### src/rtl/scr_pkg.sv
// package: offsets, field positions and timing constants of the system configuration register
package scr_pkg;
	// ==========================================================
	// register map
	localparam logic [15:0] SCR_SFR_ADDR = 16'hff12; // long sfr address
	localparam logic [7:0] SCR_SFR_SHORT = 8'h89; // short (bit) address
	localparam int SCR_ADDR_W = 16;
	localparam logic [15:0] SCR_RESET_BASE = 16'h0000;
	localparam logic [15:0] SCR_STRAP_MASK = 16'h0680; // bits loaded from straps
	// ==========================================================
	// field positions
	localparam int SCR_B_SHARE = 0;
	localparam int SCR_B_VISIBLE = 1;
	localparam int SCR_B_ONCHIP_PERIPH_ENABLE = 2;
	localparam int SCR_B_BDRST = 3;
	localparam int SCR_B_OSC_MONITOR_DISABLE = 4;
	localparam int SCR_B_POWERDOWN_CONFIG = 5;
	localparam int SCR_B_SELECT_LATCH_CONFIG = 6;
	localparam int SCR_B_WRITE_STROBE_CONFIG = 7;
	localparam int SCR_B_CLOCK_OUTPUT_ENABLE = 8;
	localparam int SCR_B_BYTE_HIGH_DISABLE = 9;
	localparam int SCR_B_INTERNAL_MEMORY_ENABLE = 10;
	// boot port pins that feed the strapped bits
	localparam int SCR_P_BYTE_HIGH_DISABLE = 7;
	localparam int SCR_P_WRITE_STROBE_CONFIG = 6;
	// ==========================================================
	// timing at 200 MHz
	localparam int SCR_CLK_PS = 5000;
	localparam int SCR_TCL_PS = SCR_CLK_PS; // one half clock period = one clk_sys cycle
	localparam int SCR_RST_DRIVE_TCL = 1024;
	localparam int SCR_RST_DRIVE_CYC = (SCR_RST_DRIVE_TCL * SCR_TCL_PS + SCR_CLK_PS - 1) / SCR_CLK_PS;
	// idle limit is in microseconds, so the cycle count is reckoned in picoseconds
	localparam int SCR_OSC_IDLE_US = 1;
	localparam int SCR_OSC_IDLE_CYC = (SCR_OSC_IDLE_US * 1000000 + SCR_CLK_PS - 1) / SCR_CLK_PS;
	localparam int SCR_CS_DELAY_TCL = 1;
	localparam int SCR_CNT_W = 11;
	// ==========================================================
	// power-down state machine
	typedef enum logic [2:0] {
		SCR_PD_RUN = 3'b001,
		SCR_PD_DOWN = 3'b010,
		SCR_PD_WAKE = 3'b100
	} scr_pd_t;
endpackage : scr_pkg

### src/rtl/scr_system_config.sv
// system configuration register with its controlled behaviour, avalon-mm slave
// ==========================================================
// Contract
// - the register is a 16-bit bit-addressable sfr at ff12h, short address 89h.
// - reset value is 0xx0h with the middle digits taken from boot port and external access pin levels.
// - bits 10, 9 and 7 are loaded from the boot port and external access pin at reset.
// - after the end-of-init instruction all writes are ignored until the next reset.
// - bit 2 at 0 blocks on-chip peripheral accesses, at 1 allows them.
// - bit 3 at 0 keeps the reset pin input only; soft and watchdog resets do not drive it.
// - bit 3 at 1 drives the reset pin low for 1024 half clock periods in a soft or watchdog reset sequence.
// - bit 4 at 0 with pll bypassed switches to pll base clock after 1 us without crystal activity.
// - bit 4 at 1 disables the monitor; when bypassed it clocks from the crystal and powers the pll off.
// - bit 5 at 0 enters power down only while nmi is low; only external reset exits.
// - bit 5 at 1 enters only if enabled fast irq pins are inactive; any enabled pin exits.
// - bit 6 at 0 latches chip selects, updating one half clock after the strobe edge.
// - bit 6 at 1 drives chip selects unlatched on the strobe edge itself.
module scr_system_config #(
	parameter int CS_W = 5,
	parameter int IRQ_W = 8,
	parameter int RST_CYC = scr_pkg::SCR_RST_DRIVE_CYC
) (
	input wire logic clk_sys,
	input wire logic rstn,
	// avalon-mm slave
	input wire logic [scr_pkg::SCR_ADDR_W-1:0] avs_address,
	input wire logic avs_read,
	input wire logic avs_write,
	input wire logic [15:0] avs_writedata,
	input wire logic [1:0] avs_byteenable,
	output logic [15:0] avs_readdata,
	output logic avs_waitrequest,
	output logic avs_response_err,
	// pins and core events
	input wire logic [15:0] boot_config_port,
	input wire logic external_access_pin_n,
	input wire logic end_init_instruction,
	input wire logic powerdown_instruction,
	input wire logic sw_reset_req,
	input wire logic wdt_reset_req,
	input wire logic nmi_pin_n,
	input wire logic [IRQ_W-1:0] fast_ext_irq_pins,
	input wire logic [IRQ_W-1:0] fast_ext_irq_enable,
	input wire logic crystal_input,
	input wire logic pll_bypass,
	input wire logic ale_strobe,
	input wire logic [CS_W-1:0] cs_decode,
	input wire logic periph_req,
	output logic periph_grant,
	output logic reset_input_pin_o,
	output logic reset_input_pin_oe_n,
	output logic internal_reset_req,
	output logic clk_sel_pll,
	output logic pll_power_on,
	output logic powerdown_active,
	output logic [CS_W-1:0] chip_select_lines,
	output logic [15:0] system_config_register,
	output logic init_locked
);
	import scr_pkg::*;

	// ==========================================================
	// pin synchronisers: first stage feeds only the second
	logic [15:0] port_s1_ff, port_s2_ff;
	logic ea_s1_ff, ea_s2_ff, nmi_s1_ff, nmi_s2_ff, xt_s1_ff, xt_s2_ff, ale_s1_ff, ale_s2_ff;
	logic [IRQ_W-1:0] irq_s1_ff, irq_s2_ff;
	always_ff @(posedge clk_sys or negedge rstn) begin
		if (!rstn) begin
			port_s1_ff <= '0;
			port_s2_ff <= '0;
			ea_s1_ff <= 1'b0;
			ea_s2_ff <= 1'b0;
			nmi_s1_ff <= 1'b1;
			nmi_s2_ff <= 1'b1;
			xt_s1_ff <= 1'b0;
			xt_s2_ff <= 1'b0;
			ale_s1_ff <= 1'b0;
			ale_s2_ff <= 1'b0;
			irq_s1_ff <= '0;
			irq_s2_ff <= '0;
		end else begin
			port_s1_ff <= boot_config_port;
			port_s2_ff <= port_s1_ff;
			ea_s1_ff <= external_access_pin_n;
			ea_s2_ff <= ea_s1_ff;
			nmi_s1_ff <= nmi_pin_n;
			nmi_s2_ff <= nmi_s1_ff;
			xt_s1_ff <= crystal_input;
			xt_s2_ff <= xt_s1_ff;
			ale_s1_ff <= ale_strobe;
			ale_s2_ff <= ale_s1_ff;
			irq_s1_ff <= fast_ext_irq_pins;
			irq_s2_ff <= irq_s1_ff;
		end
	end

	// ==========================================================
	// strap capture: straps are sampled once, on the first edges after release
	logic [1:0] strap_cnt_ff;
	wire strap_load = (strap_cnt_ff == 2'd2);
	always_ff @(posedge clk_sys or negedge rstn) begin
		if (!rstn) begin
			strap_cnt_ff <= 2'd0;
		end else if (strap_cnt_ff != 2'd3) begin
			strap_cnt_ff <= strap_cnt_ff + 2'd1;
		end
	end

	// ==========================================================
	// register access decode
	function automatic logic hit(input logic [SCR_ADDR_W-1:0] a);
		hit = (a == SCR_SFR_ADDR) || (a == {8'h00, SCR_SFR_SHORT});
	endfunction : hit

	logic [15:0] cfg_ff, nxt_cfg;
	logic lock_ff;
	logic rd_ack_ff;
	wire wr_ok = avs_write && hit(avs_address) && strap_cnt_ff == 2'd3;

	always_ff @(posedge clk_sys or negedge rstn) begin
		if (!rstn) begin
			lock_ff <= 1'b0;
		end else if (end_init_instruction) begin
			lock_ff <= 1'b1;
		end
	end

	// byte-lane merge; locked writes are dropped, strap-pending writes wait
	always_comb begin
		nxt_cfg = cfg_ff;
		if (strap_load) begin
			nxt_cfg[SCR_B_INTERNAL_MEMORY_ENABLE] = ~ea_s2_ff;
			nxt_cfg[SCR_B_BYTE_HIGH_DISABLE] = port_s2_ff[SCR_P_BYTE_HIGH_DISABLE];
			nxt_cfg[SCR_B_WRITE_STROBE_CONFIG] = port_s2_ff[SCR_P_WRITE_STROBE_CONFIG];
		end else if (wr_ok && !lock_ff) begin
			if (avs_byteenable[0]) nxt_cfg[7:0] = avs_writedata[7:0];
			if (avs_byteenable[1]) nxt_cfg[15:8] = avs_writedata[15:8];
		end
	end

	always_ff @(posedge clk_sys or negedge rstn) begin
		if (!rstn) begin
			cfg_ff <= SCR_RESET_BASE;
		end else begin
			cfg_ff <= nxt_cfg;
		end
	end

	// reads answer one cycle after the request; writes answer at once unless straps are pending
	always_ff @(posedge clk_sys or negedge rstn) begin
		if (!rstn) begin
			rd_ack_ff <= 1'b0;
			avs_readdata <= '0;
			avs_response_err <= 1'b0;
		end else begin
			rd_ack_ff <= avs_read && !rd_ack_ff;
			if (avs_read && !rd_ack_ff) begin
				avs_readdata <= hit(avs_address) ? cfg_ff : 16'h0000;
				avs_response_err <= !hit(avs_address);
			end
		end
	end
	assign avs_waitrequest = (avs_read && !rd_ack_ff) || (avs_write && strap_cnt_ff != 2'd3);
	assign system_config_register = cfg_ff;
	assign init_locked = lock_ff;

	// ==========================================================
	// peripheral gate
	assign periph_grant = periph_req && cfg_ff[SCR_B_ONCHIP_PERIPH_ENABLE];

	// ==========================================================
	// reset pin drive; only a soft or watchdog reset request starts a drive
	logic [SCR_CNT_W-1:0] rst_cnt_ff;
	logic drive_ff;
	wire int_rst = sw_reset_req || wdt_reset_req;
	always_ff @(posedge clk_sys or negedge rstn) begin
		if (!rstn) begin
			rst_cnt_ff <= '0;
			drive_ff <= 1'b0;
		end else if (int_rst && cfg_ff[SCR_B_BDRST]) begin
			rst_cnt_ff <= SCR_CNT_W'(RST_CYC - 1);
			drive_ff <= 1'b1;
		end else if (rst_cnt_ff != '0) begin
			rst_cnt_ff <= rst_cnt_ff - 1'b1;
		end else begin
			drive_ff <= 1'b0;
		end
	end
	assign reset_input_pin_o = 1'b0;
	assign reset_input_pin_oe_n = !(drive_ff && cfg_ff[SCR_B_BDRST]);
	assign internal_reset_req = int_rst;

	// ==========================================================
	// oscillator monitor: counts cycles since the last crystal edge
	logic [SCR_CNT_W-1:0] osc_cnt_ff;
	logic xt_d_ff, osc_fail_ff;
	always_ff @(posedge clk_sys or negedge rstn) begin
		if (!rstn) begin
			xt_d_ff <= 1'b0;
			osc_cnt_ff <= '0;
			osc_fail_ff <= 1'b0;
		end else begin
			xt_d_ff <= xt_s2_ff;
			if (cfg_ff[SCR_B_OSC_MONITOR_DISABLE] || !pll_bypass || xt_d_ff != xt_s2_ff) begin
				osc_cnt_ff <= '0;
				osc_fail_ff <= 1'b0;
			end else if (osc_cnt_ff >= SCR_CNT_W'(SCR_OSC_IDLE_CYC - 1)) begin
				osc_fail_ff <= 1'b1;
			end else begin
				osc_cnt_ff <= osc_cnt_ff + 1'b1;
			end
		end
	end
	assign clk_sel_pll = !pll_bypass || osc_fail_ff;
	assign pll_power_on = !(pll_bypass && cfg_ff[SCR_B_OSC_MONITOR_DISABLE]);

	// ==========================================================
	// power down; only rstn leaves it in nmi mode
	scr_pd_t pd_ff;
	wire irq_act = |(irq_s2_ff & fast_ext_irq_enable);
	always_ff @(posedge clk_sys or negedge rstn) begin
		if (!rstn) begin
			pd_ff <= SCR_PD_RUN;
		end else begin
			case (pd_ff)
				SCR_PD_RUN: begin
					if (powerdown_instruction && !cfg_ff[SCR_B_POWERDOWN_CONFIG] && !nmi_s2_ff)
						pd_ff <= SCR_PD_DOWN;
					else if (powerdown_instruction && cfg_ff[SCR_B_POWERDOWN_CONFIG] && !irq_act)
						pd_ff <= SCR_PD_DOWN;
				end
				SCR_PD_DOWN: begin
					if (cfg_ff[SCR_B_POWERDOWN_CONFIG] && irq_act) pd_ff <= SCR_PD_WAKE;
				end
				SCR_PD_WAKE: pd_ff <= SCR_PD_RUN;
				default: pd_ff <= SCR_PD_RUN;
			endcase
		end
	end
	assign powerdown_active = (pd_ff == SCR_PD_DOWN);

	// ==========================================================
	// chip selects: one clk_sys cycle stands for one tcl
	logic ale_d_ff;
	logic [CS_W-1:0] cs_ff;
	wire ale_rise = ale_s2_ff && !ale_d_ff;
	logic ale_rise_d_ff;
	always_ff @(posedge clk_sys or negedge rstn) begin
		if (!rstn) begin
			ale_d_ff <= 1'b0;
			ale_rise_d_ff <= 1'b0;
			cs_ff <= '0;
		end else begin
			ale_d_ff <= ale_s2_ff;
			ale_rise_d_ff <= ale_rise;
			if (cfg_ff[SCR_B_SELECT_LATCH_CONFIG] && ale_rise) cs_ff <= cs_decode;
			else if (!cfg_ff[SCR_B_SELECT_LATCH_CONFIG] && ale_rise_d_ff) cs_ff <= cs_decode;
		end
	end
	assign chip_select_lines = cs_ff;
endmodule : scr_system_config

### config.mk
export PLATFORM = sky130hd
export DESIGN_NAME = scr_system_config
export DESIGN_NICKNAME = d
export VERILOG_FILES = /design/src/rtl/scr_pkg.sv /design/src/rtl/scr_system_config.sv
export SDC_FILE = /design/constraint.sdc
export NUM_CORES = 1
export LEC_CHECK = 0
export BUFFER_PORTS_ARGS = -buffer_cell sky130_fd_sc_hd__buf_4
export CELL_PAD_IN_SITES_DETAIL_PLACEMENT = 2
export CELL_PAD_IN_SITES_GLOBAL_PLACEMENT = 2
export CORE_ASPECT_RATIO = 0.7
export CORE_MARGIN = 4
export CORE_UTILIZATION = 32
export DETAILED_ROUTE_END_ITERATION = 10
export GPL_ROUTABILITY_DRIVEN = 1
export MAX_ROUTING_LAYER = met4
export PLACE_DENSITY = 0.89
export SKIP_CTS_REPAIR_TIMING = 1
export SYNTH_ARGS = -nofsm -noshare
export SYNTH_HDL_FRONTEND = slang
export SYNTH_SLANG_ARGS = --single-unit
### constraint.sdc
create_clock -name clk_sys -period 2.8 [get_ports clk_sys]
set_clock_uncertainty 0.1 [all_clocks]
set_input_delay 0.14 -clock clk_sys [delete_from_list [all_inputs] [get_ports clk_sys]]
set_output_delay 0.14 -clock clk_sys [all_outputs]
set_load 0.05 [all_outputs]
# --- Word level (Yosys, flattened, before mapping) ---
# Cells that the tools add are included.
word_totals:
  n_memories: 0
  latchBits: 0
  elab_cells: 116
  ff_bits: 112
  inputBits: 85
  mem_bits_ro: 0
  mem_bits_rw: 0
op_classes:
  shift: 0
  bitwise_logic: 3
  n_div: 0
  muxes: 20
  n_lt_le_gt_ge: 1
  multipliers: 0
  eq_ne: 12
  add_sub_neg: 3
  reduce_logical: 47
op_table:
  columns: ["cell", "n"]
  rows:
  - ["11-bit two-way mux", 5]
  - ["1-bit logical AND", 17]
  - ["16-bit == test (second input constant)", 1]
  - ["16-bit by 8-bit == test with 1-bit output (second input constant)", 1]
  - ["16-bit two-way mux", 1]
  - ["3-bit two-way mux", 4]
  - ["2-bit nonzero test", 6]
  - ["11-bit by 1-bit adder with 11-bit output (second input constant)", 1]
  - ["11-bit by 8-bit >= comparator with 1-bit output (second input constant)", 1]
  - ["1-bit zero test", 11]
  - ["11-bit nonzero test", 1]
  - ["11-bit by 1-bit subtractor with 11-bit output (second input constant)", 1]
  - ["5-bit two-way mux", 2]
  - ["8-bit AND", 1]
  - ["8-bit two-way mux", 1]
  - ["8-bit OR reduction", 1]
  - ["1-bit logical OR", 6]
  - ["2-bit != test (second input constant)", 3]
  - ["3-bit one-hot mux with 2 select lines", 1]
  - ["2-bit AND reduction", 3]
  - ["3-bit AND reduction", 2]
  - ["1-bit two-way mux", 5]
  - ["2-bit == test (second input constant)", 2]
  - ["3-bit by 1-bit == test with 1-bit output (second input constant)", 1]
  - ["7 further kinds", 8]

# --- Logic depth before layout (Yosys ltp) ---
# Gate-level depths: netlist of run 1.
logic_depth:
  depth_word: 7
  depth_mapped: 7
  depth_no_buf: 7

# --- Worst setup path after synthesis of run 1 ---
# No wires, ideal clock.
synth_path:
  path_type: "reg2reg"
  from: "reg pd_ff[2]"
  to: "reg pd_ff[2]"
  arrival_time_ns: 1.964
  path_slack_ns: 0.663
  synth_period_minus_slack_ns: 2.137
  required_time_ns: 2.627
  setup_ns: 0.073
  stages_incl_launch_ff: 3
  n_path_buf: 0
  cell_sequence: "dfrtp_1 -> nor3b_1 -> and3_1"
synth_via:
  elab_chain_len: 3
  elab_cells_between_ends: 6
  cone_classes: "eq/ne (4); mux (1); reduce/logical (1)"
synth_rtl:
  columns: ["item", "line", "text"]
  rows:
  - ["start, declared", "scr_system_config.sv:218", "scr_pd_t pd_ff;"]
  - ["start signal, assigned", "scr_system_config.sv:222", "pd_ff <= SCR_PD_RUN;"]
  - ["start signal, assigned", "scr_system_config.sv:227", "pd_ff <= SCR_PD_DOWN;"]
  - ["start signal, assigned", "scr_system_config.sv:229", "pd_ff <= SCR_PD_DOWN;"]
  - ["3-bit by 2-bit == test with 1-bit output (*)", null, null]
  - ["via powerdown_active", "scr_system_config.sv:54", "output logic powerdown_active,"]
  - ["2-bit by 1-bit != test with 1-bit output (no line)", null, null]
  - ["2-bit AND reduction (no line)", null, null]
# Mark *: on every way through the listed nets, which the timed path passes. The rest lies on a longest branch.
# A chain may end at the register's enable or synchronous reset.

# --- Worst setup path after layout of run 1 ---
layout_path:
  from: "reg strap_cnt_ff[0]"
  to: "reg cfg_ff[8] (netlist: system_config_register[8])"
layout_via:
  elab_chain_len: 4
  elab_cells_between_ends: 6
  cone_classes: "eq/ne (2); bitwise (1); reduce/logical (3)"
layout_rtl:
  columns: ["item", "line", "text"]
  rows:
  - ["start, declared", "scr_system_config.sv:98", "logic [1:0] strap_cnt_ff;"]
  - ["start signal, assigned", "scr_system_config.sv:104", "strap_cnt_ff <= strap_cnt_ff + 2'd1;"]
  - ["2-bit == test", "scr_system_config.sv:117", "wire wr_ok = avs_write && hit(avs_address) && strap_cnt_ff == 2'd3;"]
  - ["1-bit logical AND", "scr_system_config.sv:117", null]
  - ["1-bit logical AND", "scr_system_config.sv:134", "end else if (wr_ok && !lock_ff) begin"]
  - ["3-bit AND reduction (no line) (*)", null, null]
  - ["end signal, assigned", "scr_system_config.sv:144", "cfg_ff <= nxt_cfg;"]
  - ["end, declared", "scr_system_config.sv:114", "logic [15:0] cfg_ff, nxt_cfg;"]
# Every way passes the cells marked *; elsewhere a longest branch is shown, timed or not.

==> flow_results.org, run 1 <==
** Drt
- Post-Route WL :: 12600 um
- In this run, the number of DRC markers left after iteration 0 of detailed routing was 119.
- Remaining routing DRC violations :: 0
- Average vias per placed instance :: 4.85
- The routed layout has 3027 vias.
- DR WL/cell :: 20.1 um
- Remaining antenna violation count :: 0
- Pre-Repair DR Iteration Count :: 4

** Yosys
- Number of warnings printed during yosys synthesis :: 0
- Counting flops and latches in the post-synthesis netlist gives 100.
- Cells taking the most area after synthesis :: dfrtp_1, mux2_2, a22o_2
- In the synthesized netlist the async set-or-reset flop fraction comes to 1.00.
- Count of different cell masters after synthesis :: 46
- In this run, synthesis inferred 0 flip-flops with an integrated enable.
- Post-synthesis xor/xnor area fraction :: 0.0226
- Of the total synthesized cell area, the portion taken by full adders, half adders and majority gates is 0.0162.
- Synth Area in Compound Gates :: 0.103
- Cell type with the largest total area after synthesis :: dfrtp_1
- Area fraction in and, or, nand and nor cells after synthesis :: 0.128
- Count of mapped cells out of synthesis :: 299
- In this run the cell area of the synthesized design comes to 3870 sq um.
- Sequential element share of the synthesized area :: 0.648
- Post-synth top flop :: dfrtp_1
- After synthesis, the largest family of logic cells by area is simple AND/OR/NAND/NOR gates.
- Post-Synthesis Mean Instance Area :: 12.9 sq um
- The share of synthesized area in the top cell type comes to 0.627.
- The number of nets handed over by synthesis was 389.
- After synthesis, the share of cell area in mux cells is 0.0601.

** STA
- The max-slew violation total from the final report is 0.
- FMAX :: 0.386 GHz
- At the pin with the least slew margin, the transition time is 0.607 ns.
- In the finished design, the share of the clock period the worst path needs comes to 0.924.
- The number of hold violations in the final report is 0.
- Measured against its own limit, the worst slew margin works out to 0.585.
- The worst path needs 2.59 ns of the cycle, external delays included.
- Total negative setup slack :: 0 ns
- Number of setup violations in the final report :: 0
- Unrepaired setup endpoints after global routing :: false

** Global routing
- Tot GR Track Use :: 0.165
- The number of antenna violations at the first check in global routing came to 0.
- The first global-routing pass estimated 17500 um of wire.
- Entering global routing, the biggest net connects 54 pins.
- GR Overflow Total :: 0
- The number of global-route vias before repair was 3219.

** Layout
- Of the cells placed in the final design, the portion with a size suffix greater than 1 is 0.368.
- Fill cells in the final layout number 1153.
- Net count reported at finish :: 552
- Non-Filler Instances :: 624
- Leading cell types in the layout, fill and taps excluded :: buf_4, dfrtp_1, dlygate4sd3_1
- Leaving out fill and tap cells, the most frequent cell in the layout is buf_4.
- Compared with the post-synthesis result, the final layout area differs by 44.9%.
- Sequential Area :: 2510 sq um
- The number of antenna diodes in the final layout is 0.
- The multi-input combinational cells in the finished layout cover a total of 1280 sq um.
- After routing the design area is 5610 sq um.

** Place
- Final weighted congestion of routability-driven global placement :: 0.807
- Placement Cell Area :: 4950 sq um
- # port buffers :: 116
- Post-placement cell count :: 570
- Post-DP HPWL :: 7960 um

** Worst setup path
- Worst path buffer plus inverter count :: 0
- STA classifies the critical path startpoint as a flop.
- The kind of cell with the highest combined delay along the critical path is simple AND/OR/NAND/NOR gates.
- The worst register-to-register path has a setup slack of 0.21 ns.
- Class of the most critical setup path :: flop to flop
- Of all nets on the critical path, the largest fanout is 6.
- Worst stage delay on the critical path :: 0.41 ns
- Among all stages on the critical path, the largest delay is contributed by nor4_1.
- The worst setup path is captured at a flop.
- Total number of cells along the worst setup path :: 6
- Counting cells, the worst reg-to-reg path comes to 6.
- Required time of the worst setup path :: 2.93 ns
- Walking the worst path, the cells encountered are ha_1, nand2_1, nor4_1, a21boi_2, and3_1, mux2_2.
- For the worst setup path, the data arrival time is 2.72 ns.

** CTS
- Number of clock buffers inserted by TritonCTS :: 9
- CTS H-tree lvls :: 3
- Cell at the root of the clock tree :: clkbuf_16
- Counting along the longest clock path gives a buffer depth of 2.
- TritonCTS built the clock tree.
- At the later pin of the worst-skew pair, clock insertion delay measures 0.35 ns.
- Total number of clock tree sinks :: 100
- Clock transition at path regs :: 0.07 ns

** Power and ir drop
- Static leakage power :: 0.00268 uW
- In this run the power density over the cells is 535 nW/um^2.
- Worst-case vdd ir drop :: 0.299 mV

** Floorplan
- Placeable core region :: 11800 sq um
- In this run the count of I/O pins placed on the die edge is 132.
- In this run the core area contains 33 standard-cell rows.
- Vertical die dimension :: 100 um
- The floorplan step set the die width to 139 um.
- Initial standard-cell utilization of the core :: 0.329
- The floorplan step defined a die boundary enclosing 13900 sq um.

** Run status
- The flow ran to the end, and the final reports show no timing, DRC or antenna violations.

** Run
- The tool flagged a number of max-cap violations equal to 0.

** Min path
- Class of the tightest hold or removal check :: primary input to flop
- Hold path cells :: 3
[flip-flops by register name, indices dropped and copies added, names as in the netlist, 2 cells and up]
signal and count:
osc_cnt_ff 11, chip_select_lines 5, port_s2_ff 2, port_s1_ff 2, irq_s2_ff 8, avs_readdata 16
rst_cnt_ff 11, strap_cnt_ff 2, pd_ff 3, system_config_register 16, irq_s1_ff 8
[Yosys cell counts, drive strengths merged, types with 2 or more instances]
library cell  number
dfrtp             97
nand2             24
mux2              18
a22o              16
nor2              16
a21oi             13
inv               11
and3               8
o21ai              7
nand3              6
nor3               6
ha                 5
nand4              5
xnor2              5
xor2               5
a22oi              4
clkbuf             4
nand2b             4
nor4               4
a31oi              3
buf                3
dfstp              3
mux2i              3
nor3b              3
a2111oi            2
and2               2
and4               2
nand4b             2
nor2b              2
nor4bb             2
or2                2
[where the power goes]
| part | switching, uW | leakage [uW] | total [uW] | internal, uW |
|---|---|---|---|---|
| combinational | 165 | 0.00132 | 311 | 147 |
| clock | 548 | 0.000132 | 1180 | 629 |
| sequential | 23.0 | 0.00123 | 1510 | 1490 |
| total | 736 | 0.00268 | 3000 | 2260 |
[final timing paths]
| path | from | endpoint |
|---|---|---|
| max | strap_cnt_ff[0] | system_config_register[8] |
| min | avs_writedata[7] | system_config_register[7] |
| max reg2reg | strap_cnt_ff[0] | system_config_register[8] |
| min reg2reg | irq_s1_ff[1] | irq_s2_ff[1] |
| max in group asynchronous | rstn | pd_ff[0] |
| min in group asynchronous | rstn | chip_select_lines[2] |
[layer usage]
metal | part of all wire | global-route usage | vias to the layer above
li1 | - | - | 1391
met1 | 0.39 | 0.198 | 1540
met2 | 0.53 | 0.266 | 84
met3 | 0.063 | 0.0624 | 12
met4 | 0.012 | 0.0444 | 0
met5 | 0 | - | -
[worst min-delay path, stage by stage]
cell and delay (ns):
buf_4 0.08, and4_1 0.18, a211o_1 0.09
[through the flow]
| step | hold WS [ns] | worst slack (ns) | utilization | power [uW] |
|---|---|---|---|---|
| floorplan | -0.256 | 0.663 | - | 1640 |
| global placement | 0.0979 | 0.610 | 0.420 | 1790 |
| detailed placement | 0.100 | 0.461 | 0.420 | 1800 |
| CTS | -0.273 | 0.384 | 0.444 | 2980 |
| global route | 0.0632 | 0.0765 | 0.476 | 3140 |
| finish | 0.0714 | 0.213 | 0.476 | 3000 |
[logic make-up (layout without fill, tap and decap cells)]
| family | Yosys count | count (layout) |
|---|---|---|
| compound gates | 52 | 52 |
| xor+xnor | 10 | 10 |
| fa+ha+maj | 5 | 5 |
| buf+inv | 18 | 186 |
| flops | 100 | 100 |
| mux | 21 | 21 |
| other cells | 1 | 1 |
| simple gates | 92 | 92 |
[area by class of cell]
cell class                 count  area share
timing repair buffer         159       0.232
inverter                      11     0.00736
multi-input combinational    181       0.229
clock buffer                  11      0.0433
tap                          157      0.0350
sequential                   100       0.447
clock inverter                 5     0.00669
No activity file was read; power rests on OpenSTA's default activity.
==> run 2: changes to the inputs <==
Settings changed: CORE_UTILIZATION 32 to 30, PLACE_DENSITY 0.89 to 0.85.
==> flow_results.org, run 2 (same netlist as run 1, synthesis figures left out) <==
** Layout
- Leading cell types in the layout, fill and taps excluded :: buf_4, dfrtp_1, dlygate4sd3_1
- Registers take 2510 sq um.
- Once layout is complete, the cells apart from fillers number 629.
- Share of layout cells above drive strength 1 :: 0.370
- After the last flow step, the layout net total stands at 552.
- For this run, the share of the core covered by cells in the final layout is 0.450.
- Commonest non-fill, non-tap cell in the layout :: buf_4
- Area Growth Syn to Fin :: 45.6%
- Number of antenna repair diodes :: 0
- The filler cells instantiated in the layout total 1264.
- Summing all multi-input logic gate instances after layout gives 1280 sq um.
- Once layout is done, the placed cells without fillers occupy 5630 sq um.

** Worst setup path
- Critical path arrival :: 2.56 ns
- Register-to-register path setup slack :: 0.40 ns
- The worst setup path is launched from a flop.
- Type of element capturing the critical path :: flop
- The critical path is of the flop to flop type.
- Along the worst path, the maximum fanout reaches 5.
- At the worst endpoint, the required time is 2.96 ns.

** Min path
- Class of the tightest hold or removal check :: primary input to flop

** Run
- Number of violations of the max-capacitance limit :: 0

** Floorplan
- Row count :: 34
- Vertical die dimension :: 103 um
- The die is 144 um wide.
- The die covers 14800 sq um.
- Initial standard-cell utilization of the core :: 0.309
- Placeable core region :: 12500 sq um
- Pin placement for this block handled 132 I/O pins.

** STA
- After routing, the total negative slack on setup checks comes to 0 ns.
- The worst pin sits at a relative slew slack of 0.530.
- Setup repair after global routing left no endpoint under its margin.
- Setup violations remaining at the end of the flow were counted as 0.
- FMAX :: 0.417 GHz
- At the pin with the least slew margin, the transition time is 0.703 ns.
- Number of max-slew violations in the final report :: 0
- Final clock period utilization by the worst path :: 0.856
- The clock period could shrink to 2.40 ns.
- The number of hold violations in the final report was 0.

** Place
- # port buffers :: 116
- Post-DP HPWL :: 8350 um
- Routability-driven placement finished with a final weighted congestion of 0.726.
- Post-placement cell count :: 577
- In this run the cell area measured after placement is 4950 sq um.

** Power and ir drop
- IR analysis of the VDD net gives a maximum drop of 0.302 mV.
- Power density over the cells :: 562 nW/um^2
- Summed over all cells, the static leakage comes to 0.00270 uW.

** Global routing
- Tot GR Track Use :: 0.165
- First-pass GRT wire length :: 18100 um
- GR Overflow Total :: 0
- The number of global-route vias before repair was 3443.
- Entering global routing, the biggest net connects 47 pins.
- The number of antenna violations at the first check in global routing is 0.

** Run status
- Result of the run :: finished clean

** Drt
- Dividing the detail-routed wire length by the instance count gives 19.8 um.
- Pre-Repair DR Iteration Count :: 4
- Average vias per placed instance :: 4.85
- Remaining routing DRC violations :: 0
- Remaining antenna violation count :: 0
- Wires add up to 12500 um.
- The first routing iteration left 43 violations.
- The detailed router placed 3053 vias in this run.

** CTS
- Number of clock buffers inserted by TritonCTS :: 9
- The clock tree synthesis step divided the H-tree into 3 levels.
- Counting along the longest clock path gives a buffer depth of 2.
- Total number of clock tree sinks :: 100
- The clock reaches the later pin of the worst-skew pair after 0.34 ns.
- TritonCTS clock tree :: done
- The tree is rooted in a clkbuf_16.
- Clock transition at path regs :: 0.07 ns
==> run 2: cell count changes in the layout (fill, tap and decap cells not counted), sizes merged <==
cell,previous run,this run
inv,11,13
dlygate4sd3,38,36
bufinv,0,2
clkinvlp,2,1
buf,121,123
clkinv,3,0
==> run 2: path summary, 6_finish.rpt <==
check	startpoint	end	cells after the start
worst max-delay path	osc_cnt_ff[0]	osc_cnt_ff[0]	6
worst min-delay path	avs_writedata[10]	system_config_register[10]	3
worst max register to register	osc_cnt_ff[0]	osc_cnt_ff[0]	6
worst min register to register	irq_s1_ff[5]	irq_s2_ff[5]	0
max in group asynchronous	rstn	avs_readdata[6]	3
min in group asynchronous	rstn	system_config_register[9]	2
==> run 2: power breakdown <==
group	total, uW	internal [uW]	switching (uW)	leakage [uW]
registers	1510	1490	21.4	0.00123
clock network	1350	791	557	0.000151
logic	306	145	160	0.00132
total	3160	2420	739	0.00270
==> run 2: metal layers <==
metal	track usage	wire length, um
met5	-	0
met1	0.189	5020
met2	0.276	6450
met4	0.0550	230
met3	0.0533	754
==> run 2: layout make-up <==
type | instances | share of cell area
clock buffers | 11 | 0.0413
well taps | 162 | 0.0360
multi-input cells | 181 | 0.227
clock inverters | 5 | 0.0151
inverters | 11 | 0.00733
flip-flops and latches | 100 | 0.445
repair buffers | 159 | 0.228
==> run 2: critical path, stage by stage (launching register included) <==
cell and delay (ns):
dfrtp_1 0.43, ha_1 0.29, a21o_1 0.18, a2111oi_0 0.62, o21ai_0 0.34, xor2_1 0.24
nor2_1 0.12
==> run 2: through the flow <==
stage	worst slack, ns	hold slack, ns	power, uW
3_3_place_gp	0.583	0.0752	1790
5_1_grt	0.159	0.0465	3300
3_5_place_dp	0.522	0.0820	1800
4_1_cts	0.382	-0.297	3170
2_1_floorplan	0.663	-0.256	1640
6_report	0.402	0.0540	3160
